===== config.mk =====
export PLATFORM = sky130hd
export DESIGN_NAME = lcr_lane_config
export DESIGN_NICKNAME = d
export VERILOG_FILES = /design/src/hw/lcr_pkg.sv /design/src/hw/lcr_receiver_detect_mode_engine.sv /design/src/hw/lcr_lane_config.sv
export VERILOG_INCLUDE_DIRS = /design/src /design/src/hw
export SDC_FILE = /design/constraint.sdc
export NUM_CORES = 1
export LEC_CHECK = 0
export ABC_AREA = 1
export BUFFER_PORTS_ARGS = -buffer_cell sky130_fd_sc_hd__buf_2
export CAP_MARGIN = 20
export CORE_ASPECT_RATIO = 1.25
export CORE_MARGIN = 10
export CORE_UTILIZATION = 30
export DETAILED_ROUTE_END_ITERATION = 6
export SETUP_SLACK_MARGIN = 0.2
export SYNTH_ARGS = -nofsm -noshare
export SYNTH_HDL_FRONTEND = slang
export SYNTH_SLANG_ARGS = --single-unit
export TNS_END_PERCENT = 1

===== constraint.sdc =====
create_clock -name i_mclk -period 3.3 [get_ports i_mclk]
set_input_delay 0.165 -clock i_mclk [delete_from_list [all_inputs] [get_ports i_mclk]]
set_output_delay 0.165 -clock i_mclk [all_outputs]
set_load 0.01 [all_outputs]

===== src/hw/lcr_params.svh =====
// Purpose: Named offsets, field positions, reset values and timing for the lane slice.
// Assumes: Eight-bit register port, 250 MHz register clock.
// Notes: Definitions only; included by bare name.
`ifndef LCR_PARAMS_SVH
`define LCR_PARAMS_SVH

// ====================================================================
// Register offsets.
`define LCR_OFS_A1_DEEMPH 8'h35
`define LCR_OFS_A1_SDTH 8'h36
`define LCR_OFS_SPARE_A 8'h37
`define LCR_OFS_SPARE_B 8'h38
`define LCR_OFS_A2_RECEIVER_DETECT_MODE 8'h39
`define LCR_OFS_A2_EQ 8'h3a

// ====================================================================
// Field positions.
`define LCR_TERM_BIT 7
`define LCR_DEEMPH_MSB 2
`define LCR_DEEMPH_LSB 0
`define LCR_SDA_MSB 3
`define LCR_SDA_LSB 2
`define LCR_SDD_MSB 1
`define LCR_SDD_LSB 0
`define LCR_RECEIVER_DETECT_MODE_MSB 3
`define LCR_RECEIVER_DETECT_MODE_LSB 2

// ====================================================================
// Reset values.
`define LCR_RST_DEEMPH 3'h2
`define LCR_RST_SD 2'h0
`define LCR_RST_SPARE 8'h00
`define LCR_RST_RECEIVER_DETECT_MODE 2'h0
`define LCR_RST_EQ 8'h2f
`define LCR_RST_BYTE 8'h00

// ====================================================================
// Receiver-detect codes and timing.
`define LCR_RECEIVER_DETECT_MODE_HIZ 2'h0
`define LCR_RECEIVER_DETECT_MODE_LIMITED 2'h1
`define LCR_RECEIVER_DETECT_MODE_ENDLESS 2'h2
`define LCR_RECEIVER_DETECT_MODE_TERM 2'h3
`define LCR_DET_INTERVAL_MS 12
`define LCR_CLK_MHZ 250
`define LCR_DET_INTERVAL_CYC (`LCR_DET_INTERVAL_MS * 1000 * `LCR_CLK_MHZ)
`define LCR_DET_ATTEMPTS 6'h32
`define LCR_TICK_W 22

`endif


===== src/hw/lcr_pkg.sv =====
// Purpose: Types shared by the lane configuration slice.
// Assumes: Nothing beyond the params header.
// Notes: Detection states are one-hot.
package lcr_pkg;

    // ================================================================
    // Receiver-detect engine states.
    typedef enum logic [3:0] {
        LCR_ST_HIZ = 4'h1,
        LCR_ST_WAIT = 4'h2,
        LCR_ST_GAVE_UP = 4'h4,
        LCR_ST_TERM = 4'h8
    } lcr_det_state_e;

endpackage


===== src/hw/lcr_receiver_detect_mode_engine.sv =====
// Purpose: Periodic receiver-detect sequencer for one lane.
// Assumes: Load result is valid in the same cycle as the test pulse.
// Notes: Any mode change restarts the interval and the attempt count.
`timescale 1ns/1ps
`default_nettype none
`include "lcr_params.svh"

module lcr_receiver_detect_mode_engine #(
    parameter int unsigned P_INTERVAL_CYC = `LCR_DET_INTERVAL_CYC
) (
    // Clock and reset.
    input wire logic i_mclk,
    input wire logic i_nrst,
    // Effective mode and analog result.
    input wire logic [1:0] i_mode,
    input wire logic i_load_found,
    // Analog controls.
    output logic o_detect_test,
    output logic o_term_50
);

    localparam logic [`LCR_TICK_W-1:0] LC_LAST = `LCR_TICK_W'(P_INTERVAL_CYC - 1);

    lcr_pkg::lcr_det_state_e state, next_state;
    logic [`LCR_TICK_W-1:0] tick, next_tick;
    logic [5:0] attempts, next_attempts;
    logic [1:0] prev_mode, next_prev_mode;
    logic pending, next_pending;
    logic next_test;

    // Next-state logic; a mode change overrides everything else.
    always_comb
    begin
        next_state = state;
        next_tick = tick;
        next_attempts = attempts;
        next_prev_mode = i_mode;
        next_pending = 1'b0;
        next_test = 1'b0;
        if (i_mode != prev_mode)
        begin
            next_tick = '0; // RL13
            next_attempts = '0; // RL13
            case (i_mode)
                `LCR_RECEIVER_DETECT_MODE_HIZ: next_state = lcr_pkg::LCR_ST_HIZ; // RL1
                `LCR_RECEIVER_DETECT_MODE_TERM: next_state = lcr_pkg::LCR_ST_TERM; // RL4
                default: next_state = lcr_pkg::LCR_ST_WAIT;
            endcase
        end
        else
        begin
            case (state)
                lcr_pkg::LCR_ST_WAIT:
                begin
                    if (tick == LC_LAST)
                    begin
                        next_tick = '0;
                        next_test = 1'b1; // RL2 RL3
                        next_pending = 1'b1;
                    end
                    else
                    begin
                        next_tick = tick + 1'b1;
                    end
                    if (pending)
                    begin
                        next_attempts = attempts + 1'b1;
                        if (i_load_found)
                            next_state = lcr_pkg::LCR_ST_TERM; // RL2 RL3
                        else if (i_mode == `LCR_RECEIVER_DETECT_MODE_LIMITED &&
                                 next_attempts == `LCR_DET_ATTEMPTS)
                            next_state = lcr_pkg::LCR_ST_GAVE_UP; // RL2
                        else if (i_mode == `LCR_RECEIVER_DETECT_MODE_ENDLESS)
                            next_attempts = '0; // RL3
                    end
                end
                lcr_pkg::LCR_ST_HIZ: next_state = state;
                lcr_pkg::LCR_ST_GAVE_UP: next_state = state;
                lcr_pkg::LCR_ST_TERM: next_state = state;
                default: next_state = lcr_pkg::LCR_ST_HIZ;
            endcase
        end
    end

    // Registers; after reset the lane is high impedance with no test running.
    always_ff @(posedge i_mclk)
    begin
        if (!i_nrst)
        begin
            state <= lcr_pkg::LCR_ST_HIZ;
            tick <= '0;
            attempts <= '0;
            prev_mode <= `LCR_RECEIVER_DETECT_MODE_HIZ;
            pending <= 1'b0;
            o_detect_test <= 1'b0;
            o_term_50 <= 1'b0;
        end
        else
        begin
            state <= next_state;
            tick <= next_tick;
            attempts <= next_attempts;
            prev_mode <= next_prev_mode;
            pending <= next_pending;
            o_detect_test <= next_test;
            o_term_50 <= (next_state == lcr_pkg::LCR_ST_TERM);
        end
    end

endmodule
`default_nettype wire


===== src/hw/lcr_lane_config.sv =====
// Purpose: Configuration registers for lanes a1 and a2 of the redriver slice.
// Assumes: A loader or software drives the byte-wide register port.
// Notes: Reserved bit positions read as zero and ignore writes.
`timescale 1ns/1ps
`default_nettype none
`include "lcr_params.svh"

// Function
// RL1: Code zero keeps input high impedance, no detection.
// RL2: Code one tests every 12 ms, 50 times.
// RL3: Code two tests every 12 ms until found.
// RL4: Code three terminates 50 ohm without testing.
// RL5: Register mode applies only under global override.
// RL6: Bit seven reports termination state, read-only.
// RL7: Three-bit de-emphasis field, reset code 010.
// RL8: Two-bit assert threshold field, reset code 00.
// RL9: Two-bit de-assert threshold field, reset code 00.
// RL10: Threshold fields apply only under global override.
// RL11: Equalizer byte read-write, reset 0x2F.
// RL12: Software writes zero to reserved bits.
// RL13: Mode change restarts interval and attempt counter.
module lcr_lane_config #(
    parameter int unsigned P_DET_INTERVAL_CYC = `LCR_DET_INTERVAL_CYC
) (
    // Clock and reset.
    input wire logic i_mclk,
    input wire logic i_nrst,
    // Register port.
    input wire logic [7:0] i_reg_addr,
    input wire logic i_reg_wr_en,
    input wire logic [7:0] i_reg_wdata,
    input wire logic i_reg_rd_en,
    output logic [7:0] o_reg_rdata,
    output logic o_reg_rd_valid,
    // Global override bits and pin straps.
    input wire logic i_override_receiver_detect,
    input wire logic i_override_signal_detect,
    input wire logic [1:0] i_pin_receiver_detect_mode,
    input wire logic [1:0] i_pin_sd_assert_threshold,
    input wire logic [1:0] i_pin_sd_deassert_threshold,
    // Lane a1 receiver-detect mode held outside this slice.
    input wire logic [1:0] i_lane_a1_receiver_detect_mode,
    // Analog load-detect results.
    input wire logic i_lane_a1_load_found,
    input wire logic i_lane_a2_load_found,
    // Lane a1 analog controls.
    output logic [2:0] o_lane_a1_output_deemphasis,
    output logic [1:0] o_lane_a1_sd_assert_threshold,
    output logic [1:0] o_lane_a1_sd_deassert_threshold,
    output logic o_lane_a1_detect_test,
    output logic o_lane_a1_termination_50,
    // Lane a2 analog controls.
    output logic [7:0] o_lane_a2_equalizer_level,
    output logic o_lane_a2_detect_test,
    output logic o_lane_a2_termination_50
);

    // ================================================================
    // Helpers.

    // Chooses the register field under override, else the pin strap.
    function automatic logic [1:0] lcr_pick(input logic ovr, input logic [1:0] reg_val,
                                            input logic [1:0] pin_val);
        lcr_pick = ovr ? reg_val : pin_val;
    endfunction

    // ================================================================
    // Register state.

    logic [2:0] a1_deemph, next_a1_deemph;
    logic [1:0] a1_sd_assert, next_a1_sd_assert;
    logic [1:0] a1_sd_deassert, next_a1_sd_deassert;
    logic [7:0] spare_a, next_spare_a;
    logic [7:0] spare_b, next_spare_b;
    logic [1:0] a2_receiver_detect_mode, next_a2_receiver_detect_mode;
    logic [7:0] a2_eq, next_a2_eq;

    // Write decode; only the field bits are stored, except the spare registers, which keep the whole byte.
    always_comb
    begin
        next_a1_deemph = a1_deemph;
        next_a1_sd_assert = a1_sd_assert;
        next_a1_sd_deassert = a1_sd_deassert;
        next_spare_a = spare_a;
        next_spare_b = spare_b;
        next_a2_receiver_detect_mode = a2_receiver_detect_mode;
        next_a2_eq = a2_eq;
        if (i_reg_wr_en)
        begin
            case (i_reg_addr)
                `LCR_OFS_A1_DEEMPH:
                    next_a1_deemph = i_reg_wdata[`LCR_DEEMPH_MSB:`LCR_DEEMPH_LSB]; // RL7
                `LCR_OFS_A1_SDTH:
                begin
                    next_a1_sd_assert = i_reg_wdata[`LCR_SDA_MSB:`LCR_SDA_LSB]; // RL8
                    next_a1_sd_deassert = i_reg_wdata[`LCR_SDD_MSB:`LCR_SDD_LSB]; // RL9
                end
                `LCR_OFS_SPARE_A:
                    next_spare_a = i_reg_wdata;
                `LCR_OFS_SPARE_B:
                    next_spare_b = i_reg_wdata;
                `LCR_OFS_A2_RECEIVER_DETECT_MODE:
                    next_a2_receiver_detect_mode = i_reg_wdata[`LCR_RECEIVER_DETECT_MODE_MSB:`LCR_RECEIVER_DETECT_MODE_LSB];
                `LCR_OFS_A2_EQ:
                    next_a2_eq = i_reg_wdata; // RL11
                default:
                    next_a2_eq = a2_eq;
            endcase
        end
    end

    // Field registers with their documented reset codes.
    always_ff @(posedge i_mclk)
    begin
        if (!i_nrst)
        begin
            a1_deemph <= `LCR_RST_DEEMPH; // RL7
            a1_sd_assert <= `LCR_RST_SD; // RL8
            a1_sd_deassert <= `LCR_RST_SD; // RL9
            spare_a <= `LCR_RST_SPARE;
            spare_b <= `LCR_RST_SPARE;
            a2_receiver_detect_mode <= `LCR_RST_RECEIVER_DETECT_MODE;
            a2_eq <= `LCR_RST_EQ; // RL11
        end
        else
        begin
            a1_deemph <= next_a1_deemph;
            a1_sd_assert <= next_a1_sd_assert;
            a1_sd_deassert <= next_a1_sd_deassert;
            spare_a <= next_spare_a;
            spare_b <= next_spare_b;
            a2_receiver_detect_mode <= next_a2_receiver_detect_mode;
            a2_eq <= next_a2_eq;
        end
    end

    // ================================================================
    // Receiver-detect engines.

    logic [1:0] a1_mode_eff;
    logic [1:0] a2_mode_eff;

    // The strap governs unless software has taken over via the override.
    assign a1_mode_eff = lcr_pick(i_override_receiver_detect,
                                  i_lane_a1_receiver_detect_mode,
                                  i_pin_receiver_detect_mode); // RL5
    assign a2_mode_eff = lcr_pick(i_override_receiver_detect, a2_receiver_detect_mode,
                                  i_pin_receiver_detect_mode); // RL5

    // Lane a1 engine; its state feeds the observation bit.
    lcr_receiver_detect_mode_engine #(
        .P_INTERVAL_CYC(P_DET_INTERVAL_CYC)
    ) u_det_a1 (
        .i_mclk(i_mclk),
        .i_nrst(i_nrst),
        .i_mode(a1_mode_eff),
        .i_load_found(i_lane_a1_load_found),
        .o_detect_test(o_lane_a1_detect_test),
        .o_term_50(o_lane_a1_termination_50)
    );

    // Lane a2 engine, steered by its own mode register.
    lcr_receiver_detect_mode_engine #(
        .P_INTERVAL_CYC(P_DET_INTERVAL_CYC)
    ) u_det_a2 (
        .i_mclk(i_mclk),
        .i_nrst(i_nrst),
        .i_mode(a2_mode_eff),
        .i_load_found(i_lane_a2_load_found),
        .o_detect_test(o_lane_a2_detect_test),
        .o_term_50(o_lane_a2_termination_50)
    );

    // ================================================================
    // Read path.

    logic [7:0] next_rdata;

    // Read mux; unmapped offsets and reserved bits answer zero.
    always_comb
    begin
        next_rdata = `LCR_RST_BYTE;
        case (i_reg_addr)
            `LCR_OFS_A1_DEEMPH:
            begin
                next_rdata[`LCR_DEEMPH_MSB:`LCR_DEEMPH_LSB] = a1_deemph;
                next_rdata[`LCR_TERM_BIT] = o_lane_a1_termination_50; // RL6
            end
            `LCR_OFS_A1_SDTH:
            begin
                next_rdata[`LCR_SDA_MSB:`LCR_SDA_LSB] = a1_sd_assert;
                next_rdata[`LCR_SDD_MSB:`LCR_SDD_LSB] = a1_sd_deassert;
            end
            `LCR_OFS_SPARE_A: next_rdata = spare_a;
            `LCR_OFS_SPARE_B: next_rdata = spare_b;
            `LCR_OFS_A2_RECEIVER_DETECT_MODE: next_rdata[`LCR_RECEIVER_DETECT_MODE_MSB:`LCR_RECEIVER_DETECT_MODE_LSB] = a2_receiver_detect_mode;
            `LCR_OFS_A2_EQ: next_rdata = a2_eq;
            default: next_rdata = `LCR_RST_BYTE;
        endcase
    end

    // Read data is held until the next read so a slow loader can sample it.
    always_ff @(posedge i_mclk)
    begin
        if (!i_nrst)
        begin
            o_reg_rdata <= `LCR_RST_BYTE;
            o_reg_rd_valid <= 1'b0;
        end
        else
        begin
            o_reg_rd_valid <= i_reg_rd_en;
            if (i_reg_rd_en)
                o_reg_rdata <= next_rdata;
        end
    end

    // ================================================================
    // Analog control outputs.

    logic [1:0] next_sd_assert_eff;
    logic [1:0] next_sd_deassert_eff;

    // Threshold selection; registering it keeps the analog side glitch free
    // when the override bit and the field change in the same cycle.
    always_comb
    begin
        next_sd_assert_eff = lcr_pick(i_override_signal_detect, a1_sd_assert,
                                      i_pin_sd_assert_threshold); // RL10
        next_sd_deassert_eff = lcr_pick(i_override_signal_detect, a1_sd_deassert,
                                        i_pin_sd_deassert_threshold); // RL10
    end

    // Output flops; values lag the field registers by one cycle.
    always_ff @(posedge i_mclk)
    begin
        if (!i_nrst)
        begin
            o_lane_a1_output_deemphasis <= `LCR_RST_DEEMPH;
            o_lane_a1_sd_assert_threshold <= `LCR_RST_SD;
            o_lane_a1_sd_deassert_threshold <= `LCR_RST_SD;
            o_lane_a2_equalizer_level <= `LCR_RST_EQ;
        end
        else
        begin
            o_lane_a1_output_deemphasis <= a1_deemph; // RL7
            o_lane_a1_sd_assert_threshold <= next_sd_assert_eff;
            o_lane_a1_sd_deassert_threshold <= next_sd_deassert_eff;
            o_lane_a2_equalizer_level <= a2_eq; // RL11
        end
    end

endmodule
`default_nettype wire


After elaboration in Yosys (flattened, before gate mapping)
Cells that the tools add are included.
{"block": "totals", "input_bits": 32, "word_cells": 109, "register_bits": 129}
{"block": "classes", "n_mux": 31, "eq_ne": 28, "reduce_logical": 18, "addsub": 4, "bitwise_logic": 3}
{"cell": "$eq A8 B6 Y1 const B", "n": 6}
{"cell": "$add A22 B1 Y22 const B", "n": 2}
{"cell": "$eq A22 B22 Y1 const B", "n": 2}
{"cell": "$mux W22", "n": 2}
{"cell": "$mux W6", "n": 6}
{"cell": "$mux W4", "n": 8}
{"cell": "$pmux W4 S2", "n": 4}
{"cell": "$eq A4 B4 Y1 const B", "n": 4}
{"cell": "$reduce_and A2 Y1", "n": 8}
{"cell": "$add A6 B1 Y6 const B", "n": 2}
{"cell": "$eq A6 B6 Y1 const B", "n": 2}
{"cell": "$reduce_or A3 Y1", "n": 4}
{"cell": "$pmux W2 S5", "n": 1}
{"cell": "$pmux W3 S3", "n": 1}
{"cell": "$eq A2 B2 Y1 const B", "n": 4}
{"cell": "$eq A4 B1 Y1 const B", "n": 2}
{"cell": "$eq A4 B2 Y1 const B", "n": 2}
{"cell": "$eq A4 B3 Y1 const B", "n": 2}
{"cell": "$mux W2", "n": 4}
{"cell": "$pmux W1 S6", "n": 1}
{"cell": "$pmux W1 S5", "n": 1}
{"cell": "$eq A2 B1 Y1 const B", "n": 2}
{"cell": "$logic_not A2 Y1", "n": 2}
{"cell": "$ne A2 B2 Y1", "n": 2}
{"cell": "5 further kinds", "n": 10}

Depth between registers and ports, before layout
{"block": "logic_depth", "word_depth": 9, "mapped_depth": 16, "mapped_depth_nobuf": 16}

By module
From an unflattened synthesis, not the netlist that was laid out.
{"block": "unflattened", "hier_cells": 968, "area_unflattened_um2": 6632.6}
{"module": "lcr_receiver_detect_mode_engine", "cells_per_inst": 330, "instances": 2, "area_per_inst_um2": 2149.6, "seq_area_each_um2": 720.7}
{"module": "lcr_lane_config", "cells_per_inst": 308, "instances": 1, "area_per_inst_um2": 2333.5, "seq_area_each_um2": 1141.1}

Worst setup path after synthesis
OpenSTA, ideal clock, no wires.
{"block": "synth_path", "path_kind": "reg2reg", "from": "register a2_receiver_detect_mode[0]", "to": "register u_det_a2.o_term_50", "path_buffers": 0, "arrival_time_ns": 1.419, "synth_period_minus_slack_ns": 1.483, "t_required_ns": 3.236, "stages_incl_launch_ff": 12, "slack_ns": 1.817, "setup_ns": 0.064, "path_cell_list": "dfxtp_1 inv_1 o21ai_2 ha_1 nand2_1 nor2_1 nand2_1 nor2_1 nand3_1 a21boi_1 nand3_1 nor2_1"}
{"block": "synth_via", "elab_chain_len": 9, "word_cells_on_any_way": 13, "cone_classes": "4 x eq/ne; 7 x mux; 2 x reduce/logical"}
{"item": "start, declared", "line": "lcr_lane_config.sv:75", "rtl": "logic [1:0] a2_receiver_detect_mode, next_a2_receiver_detect_mode;"}
{"item": "start signal, assigned", "line": "lcr_lane_config.sv:122", "rtl": "a2_receiver_detect_mode <= `LCR_RST_RECEIVER_DETECT_MODE;"}
{"item": "start signal, assigned", "line": "lcr_lane_config.sv:132", "rtl": "a2_receiver_detect_mode <= next_a2_receiver_detect_mode;"}
{"item": "$mux W2 (*)", "line": "lcr_lane_config.sv:64", "rtl": "lcr_pick = ovr ? reg_val : pin_val;"}
{"item": "named net a2_mode_eff[0]", "line": "lcr_lane_config.sv:141", "rtl": "logic [1:0] a2_mode_eff;"}
{"item": "$eq A2 B1 Y1 (no source line)"}
{"item": "$logic_and A1 B1 Y1 (no source line)"}
{"item": "$mux W4", "line": "lcr_receiver_detect_mode_engine.sv:70", "rtl": "else if (i_mode == `LCR_RECEIVER_DETECT_MODE_LIMITED &&"}
{"item": "$mux W4", "line": "lcr_receiver_detect_mode_engine.sv:68", "rtl": "if (i_load_found)"}
{"item": "$mux W4", "line": "lcr_receiver_detect_mode_engine.sv:65", "rtl": "if (pending)"}
{"item": "$pmux W4 S2", "line": "lcr_receiver_detect_mode_engine.sv:52", "rtl": "case (state)"}
{"item": "$mux W4 (*)", "line": "lcr_receiver_detect_mode_engine.sv:40", "rtl": "if (i_mode != prev_mode)"}
{"item": "$eq A4 B4 Y1 (*)", "line": "lcr_receiver_detect_mode_engine.sv:106", "rtl": "o_term_50 <= (next_state == lcr_pkg::LCR_ST_TERM);"}
{"item": "end signal, assigned", "line": "lcr_receiver_detect_mode_engine.sv:106"}
{"item": "end, declared", "line": "lcr_receiver_detect_mode_engine.sv:19", "rtl": "output logic o_term_50"}
Mark *: on every way through the listed nets, which the timed path passes. The rest lies on a longest branch.
A chain may end at the register's enable or synchronous reset.

Worst setup path after layout
Same ends and word-level chain as after synthesis.

==> impl.org <==
** STA
- Max-slew headroom at the worst pin :: 58.4%
- Setup repair after global routing left no endpoint under its margin.
- Final hold violation count :: 0
- Total negative setup slack :: 0 ns
- After layout, the minimum clock period comes to 1.82 ns.
- The number of pins exceeding their max-slew limit in the final report is 0.
- Final setup violation count :: 0
- At the pin with the least slew margin, the transition time is 0.622 ns.
- Maximum frequency from static timing analysis :: 0.550 GHz
- Between clock sinks in the finished design, the worst skew comes to 0.00887 ns.
- In the finished design, the share of the clock period the worst path needs comes to 55.1%.

** Critical path
- The critical path crosses 11 cells after its start point.
- Number of cell instances on the worst register-to-register path :: 11
- Critical R2R Launch :: a2_receiver_detect_mode[0]
- Data on the critical path is required at its endpoint by 3.65 ns.
- Endpoint arrival time on the critical path :: 2.17 ns
- Traced cell by cell, the critical path runs through inv_1, o21ai_2, ha_1, nand2_1, nor2_1, nand2_1, nor2_1, nand3_1, a21boi_1, nand3_1, nor2_1.
- Critical path's largest stage delay :: 0.30 ns
- The number of buffers and inverters on the critical path is 1.
- By startpoint and endpoint, the worst setup path is classified as flop to flop.
- Most repeated library cell on the critical path :: sky130_fd_sc_hd__nor2_1
- Along the worst path, the maximum fanout reaches 4.
- Largest delay share family, worst path :: simple AND/OR/NAND/NOR gates
- The largest individual stage delay along the critical path comes from the cell sky130_fd_sc_hd__dfxtp_1.
- Setup slack of the worst register-to-register path :: 1.48 ns
- Capture point of the critical path :: u_det_a2.o_term_50
- The worst setup path is captured at a flop.
- The worst register-to-register path ends at u_det_a2.o_term_50.
- The critical path starts at a2_receiver_detect_mode[0].
- The worst setup path is launched from a flop.

** Logic synthesis
- Synthesized instance count :: 936
- Dividing the synthesized area by the synthesized cell count gives 6.97 um^2.
- In the synthesized netlist the dominant register cell turns out to be sky130_fd_sc_hd__dfxtp_1.
- Proportion of register bits with asynchronous set or reset after synthesis :: 0%
- In this run, synthesis inferred 0 flip-flops with an integrated enable.
- Synthesized netlist net count :: 982
- The Yosys step of the flow raised 0 warnings.
- After synthesis, the netlist uses 48 different library cells.
- Mapped cell area :: 6530 um^2
- Share of the yosys chip area belonging to registers :: 39.6%
- Number of register bits inferred by synthesis :: 129

** Worst hold path
- Hold WC Path Type :: input port to flop

** Power and ir drop
- PD cells :: 499 nW/um^2
- Tot Pwr :: 0.00387 W
- Across the VDD grid, the largest voltage drop is 0.000404 V.
- In this run the static leakage power is 3.02 nW.

** Floorplan
- Die height :: 185 um
- The floorplan step defined a die boundary enclosing 28100 um^2.
- Initial Utilization :: 30.4%
- Count of boundary I/O pins :: 60
- The floorplan has 60 rows.
- The core region is 21500 um^2.
- Chip Width :: 152 um

** Global route
- For this run, the total global-route usage over all layers was measured as 11.9%.
- First-pass GRT wire length :: 28.3 mm
- Summed over all layers, the global routing overflow is 0.
- Global-route layer with the greatest usage :: met2
- Met3 global-route usage :: 2.92%
- Global routing consumed, on the met1 layer, 13.4% of the routing resources.
- The number of antenna violations at the first check in global routing is 0.
- For this run, global-route usage on met2 was measured as 20.9%.
- Via count of the first global-routing pass :: 5964
- Pin count of the biggest net entering global routing :: 48

** Routing
- Routed len/inst :: 12.8 um
- The final layout contains routed wiring with a total length of 16.5 mm.
- After detailed routing, the number of vias per cell comes to 4.68.
- Vias :: 6033
- After the first detailed-routing iteration, the DRC count stood at 244.
- DRC violation count after routing :: 0
- Antenna Nets Post-Route :: 0
- First-pass DRT Iterations :: 4

** Finish
- Proportion of layout cells with a drive suffix above 1 :: 15.2%
- At the end of the flow, the number of nets in the layout was 1044.
- Summing all multi-input logic gate instances after layout gives 3330 um^2.
- 0 antenna diodes ended up in the layout.
- After filler insertion, the fill cell instance count of the layout stands at 2300.
- The library cell used most frequently in the layout, excluding fill and tap cells, is sky130_fd_sc_hd__nand2_1.
- Most frequent cells in the layout :: sky130_fd_sc_hd__nand2_1 (195), sky130_fd_sc_hd__inv_1 (130), sky130_fd_sc_hd__dfxtp_1 (129)
- Sequential cell area :: 2580 um^2
- Compared with the post-synthesis result, the final layout area differs by 18.7%.

** Clock network
- Post-CTS setup buffer count :: 0
- After clock tree synthesis, the repair step resized 0 gates.
- The later pin in the worst-skew pair is clocked with a latency of 0.43 ns.
- CTS root buffer :: sky130_fd_sc_hd__clkbuf_16
- Number of buffers created by CTS :: 17
- Counting along the longest clock path gives a buffer depth of 2.
- After clock tree synthesis, the clock-pin slew on the worst setup and hold paths is 0.06 ns.
- Total clock sinks :: 129
- Total number of H-tree levels :: 4
- Hold repair after CTS inserted 0 buffers.
- TritonCTS clock tree :: done

** Status
- Run status :: finished clean

** Flow run
- Across the run, the number of max-cap violations was 0.

** Placed design
- The congestion estimate from routability-driven global placement came to 0.860.
- Post-detail-place hpwl :: 12.5 mm
- Port buffering added 59 buffers.
==> state kept, by name (all words and copies together), names as in the netlist, 2 cells and up <==
name / flops
u_det_a1.tick: 22
u_det_a2.tick: 22
a2_eq: 8
o_lane_a2_equalizer_level: 8
o_reg_rdata: 8
spare_a: 8
spare_b: 8
u_det_a1.attempts: 6
u_det_a2.attempts: 6
u_det_a1.state: 4
u_det_a2.state: 4
a1_deemph: 3
o_lane_a1_output_deemphasis: 3
a1_sd_assert: 2
a1_sd_deassert: 2
a2_receiver_detect_mode: 2
o_lane_a1_sd_assert_threshold: 2
o_lane_a1_sd_deassert_threshold: 2
u_det_a1.prev_mode: 2
u_det_a2.prev_mode: 2
==> synthesized netlist by cell type, types with 11 or more instances <==
master,instances,area share (%)
sky130_fd_sc_hd__a21oi_1,72,5.5
sky130_fd_sc_hd__clkbuf_1,11,0.63
sky130_fd_sc_hd__dfxtp_1,129,40
sky130_fd_sc_hd__ha_1,14,2.7
sky130_fd_sc_hd__inv_1,130,7.5
sky130_fd_sc_hd__nand2_1,195,11
sky130_fd_sc_hd__nand3_1,52,4.0
sky130_fd_sc_hd__nand4_1,26,2.5
sky130_fd_sc_hd__nor2_1,94,5.4
sky130_fd_sc_hd__nor2_2,13,1.2
sky130_fd_sc_hd__nor3_1,29,2.2
sky130_fd_sc_hd__o21ai_0,60,4.6
==> worst min-delay path, cell delays in order <==
cell                      delay [ns]
sky130_fd_sc_hd__buf_2          0.07
sky130_fd_sc_hd__o21ai_0        0.06
sky130_fd_sc_hd__a21oi_1        0.10
==> where the power goes <==
group	total [W]	internal, W	switching [W]
registers	0.00159	0.00158	0.0000152
clock network	0.00205	0.00129	0.000754
logic	0.000230	0.0000755	0.000155
total	0.00387	0.00295	0.000924
==> area by class of cell <==
type | count | share of cell area [%]
clock buffers | 18 | 5.67
clock inverters | 14 | 2.60
inverters | 143 | 6.97
multi-input cells | 646 | 42.9
flip-flops and latches | 129 | 33.3
well taps | 279 | 4.50
repair buffers | 61 | 4.00
==> cell families (layout without fill, tap and decap cells) <==
kind of cell | Yosys count | in the layout | synth area share, %
buffers and inverters | 161 | 236 | 9.47
adder cells (fa/ha/maj) | 14 | 14 | 2.68
flip-flops | 129 | 129 | 39.6
AO/OA/AOI/OAI | 168 | 168 | 13.8
XOR/XNOR | 10 | 10 | 1.57
AND/OR/NAND/NOR | 454 | 454 | 32.9
==> through the flow <==
stage | utilization (%) | cells | setup WS (ns) | hold WS, ns | area, um^2
finish | 36.1 | 1290 | 1.48 | 0.00794 | 7750
global placement | 33.1 | 1258 | 1.48 | 0.428 | 7110
floorplan | - | 936 | 1.82 | 0.259 | 6530
detailed placement | 33.1 | 1258 | 1.49 | 0.422 | 7110
CTS | 36.1 | 1290 | 1.46 | 0.00144 | 7750
global route | 36.1 | 1290 | 1.24 | 0.0178 | 7750
==> worst min-delay path by stage <==
stage	from	to	slack [ns]	cells after the start
finish	i_pin_sd_assert_threshold[1]	o_lane_a1_sd_assert_threshold[1]	0.008	3
floorplan	i_override_signal_detect	o_lane_a1_sd_assert_threshold[1]	0.26	1
global route	i_reg_wdata[6]	a2_eq[6]	0.02	3
global placement	a1_deemph[0]	o_lane_a1_output_deemphasis[0]	0.43	2
detailed placement	a1_deemph[0]	o_lane_a1_output_deemphasis[0]	0.42	2
CTS	i_reg_wdata[5]	a2_eq[5]	0.001	3
==> routing by layer <==
layer  share of wire, %  wire length, um  up-vias
met5                  0                0        -
met4                2.4              396        0
met3                4.4              719       29
met2                 48             7940      118
met1                 45             7450     2704
li1                   -                -     3182
Power figures use the tool's default switching activity.
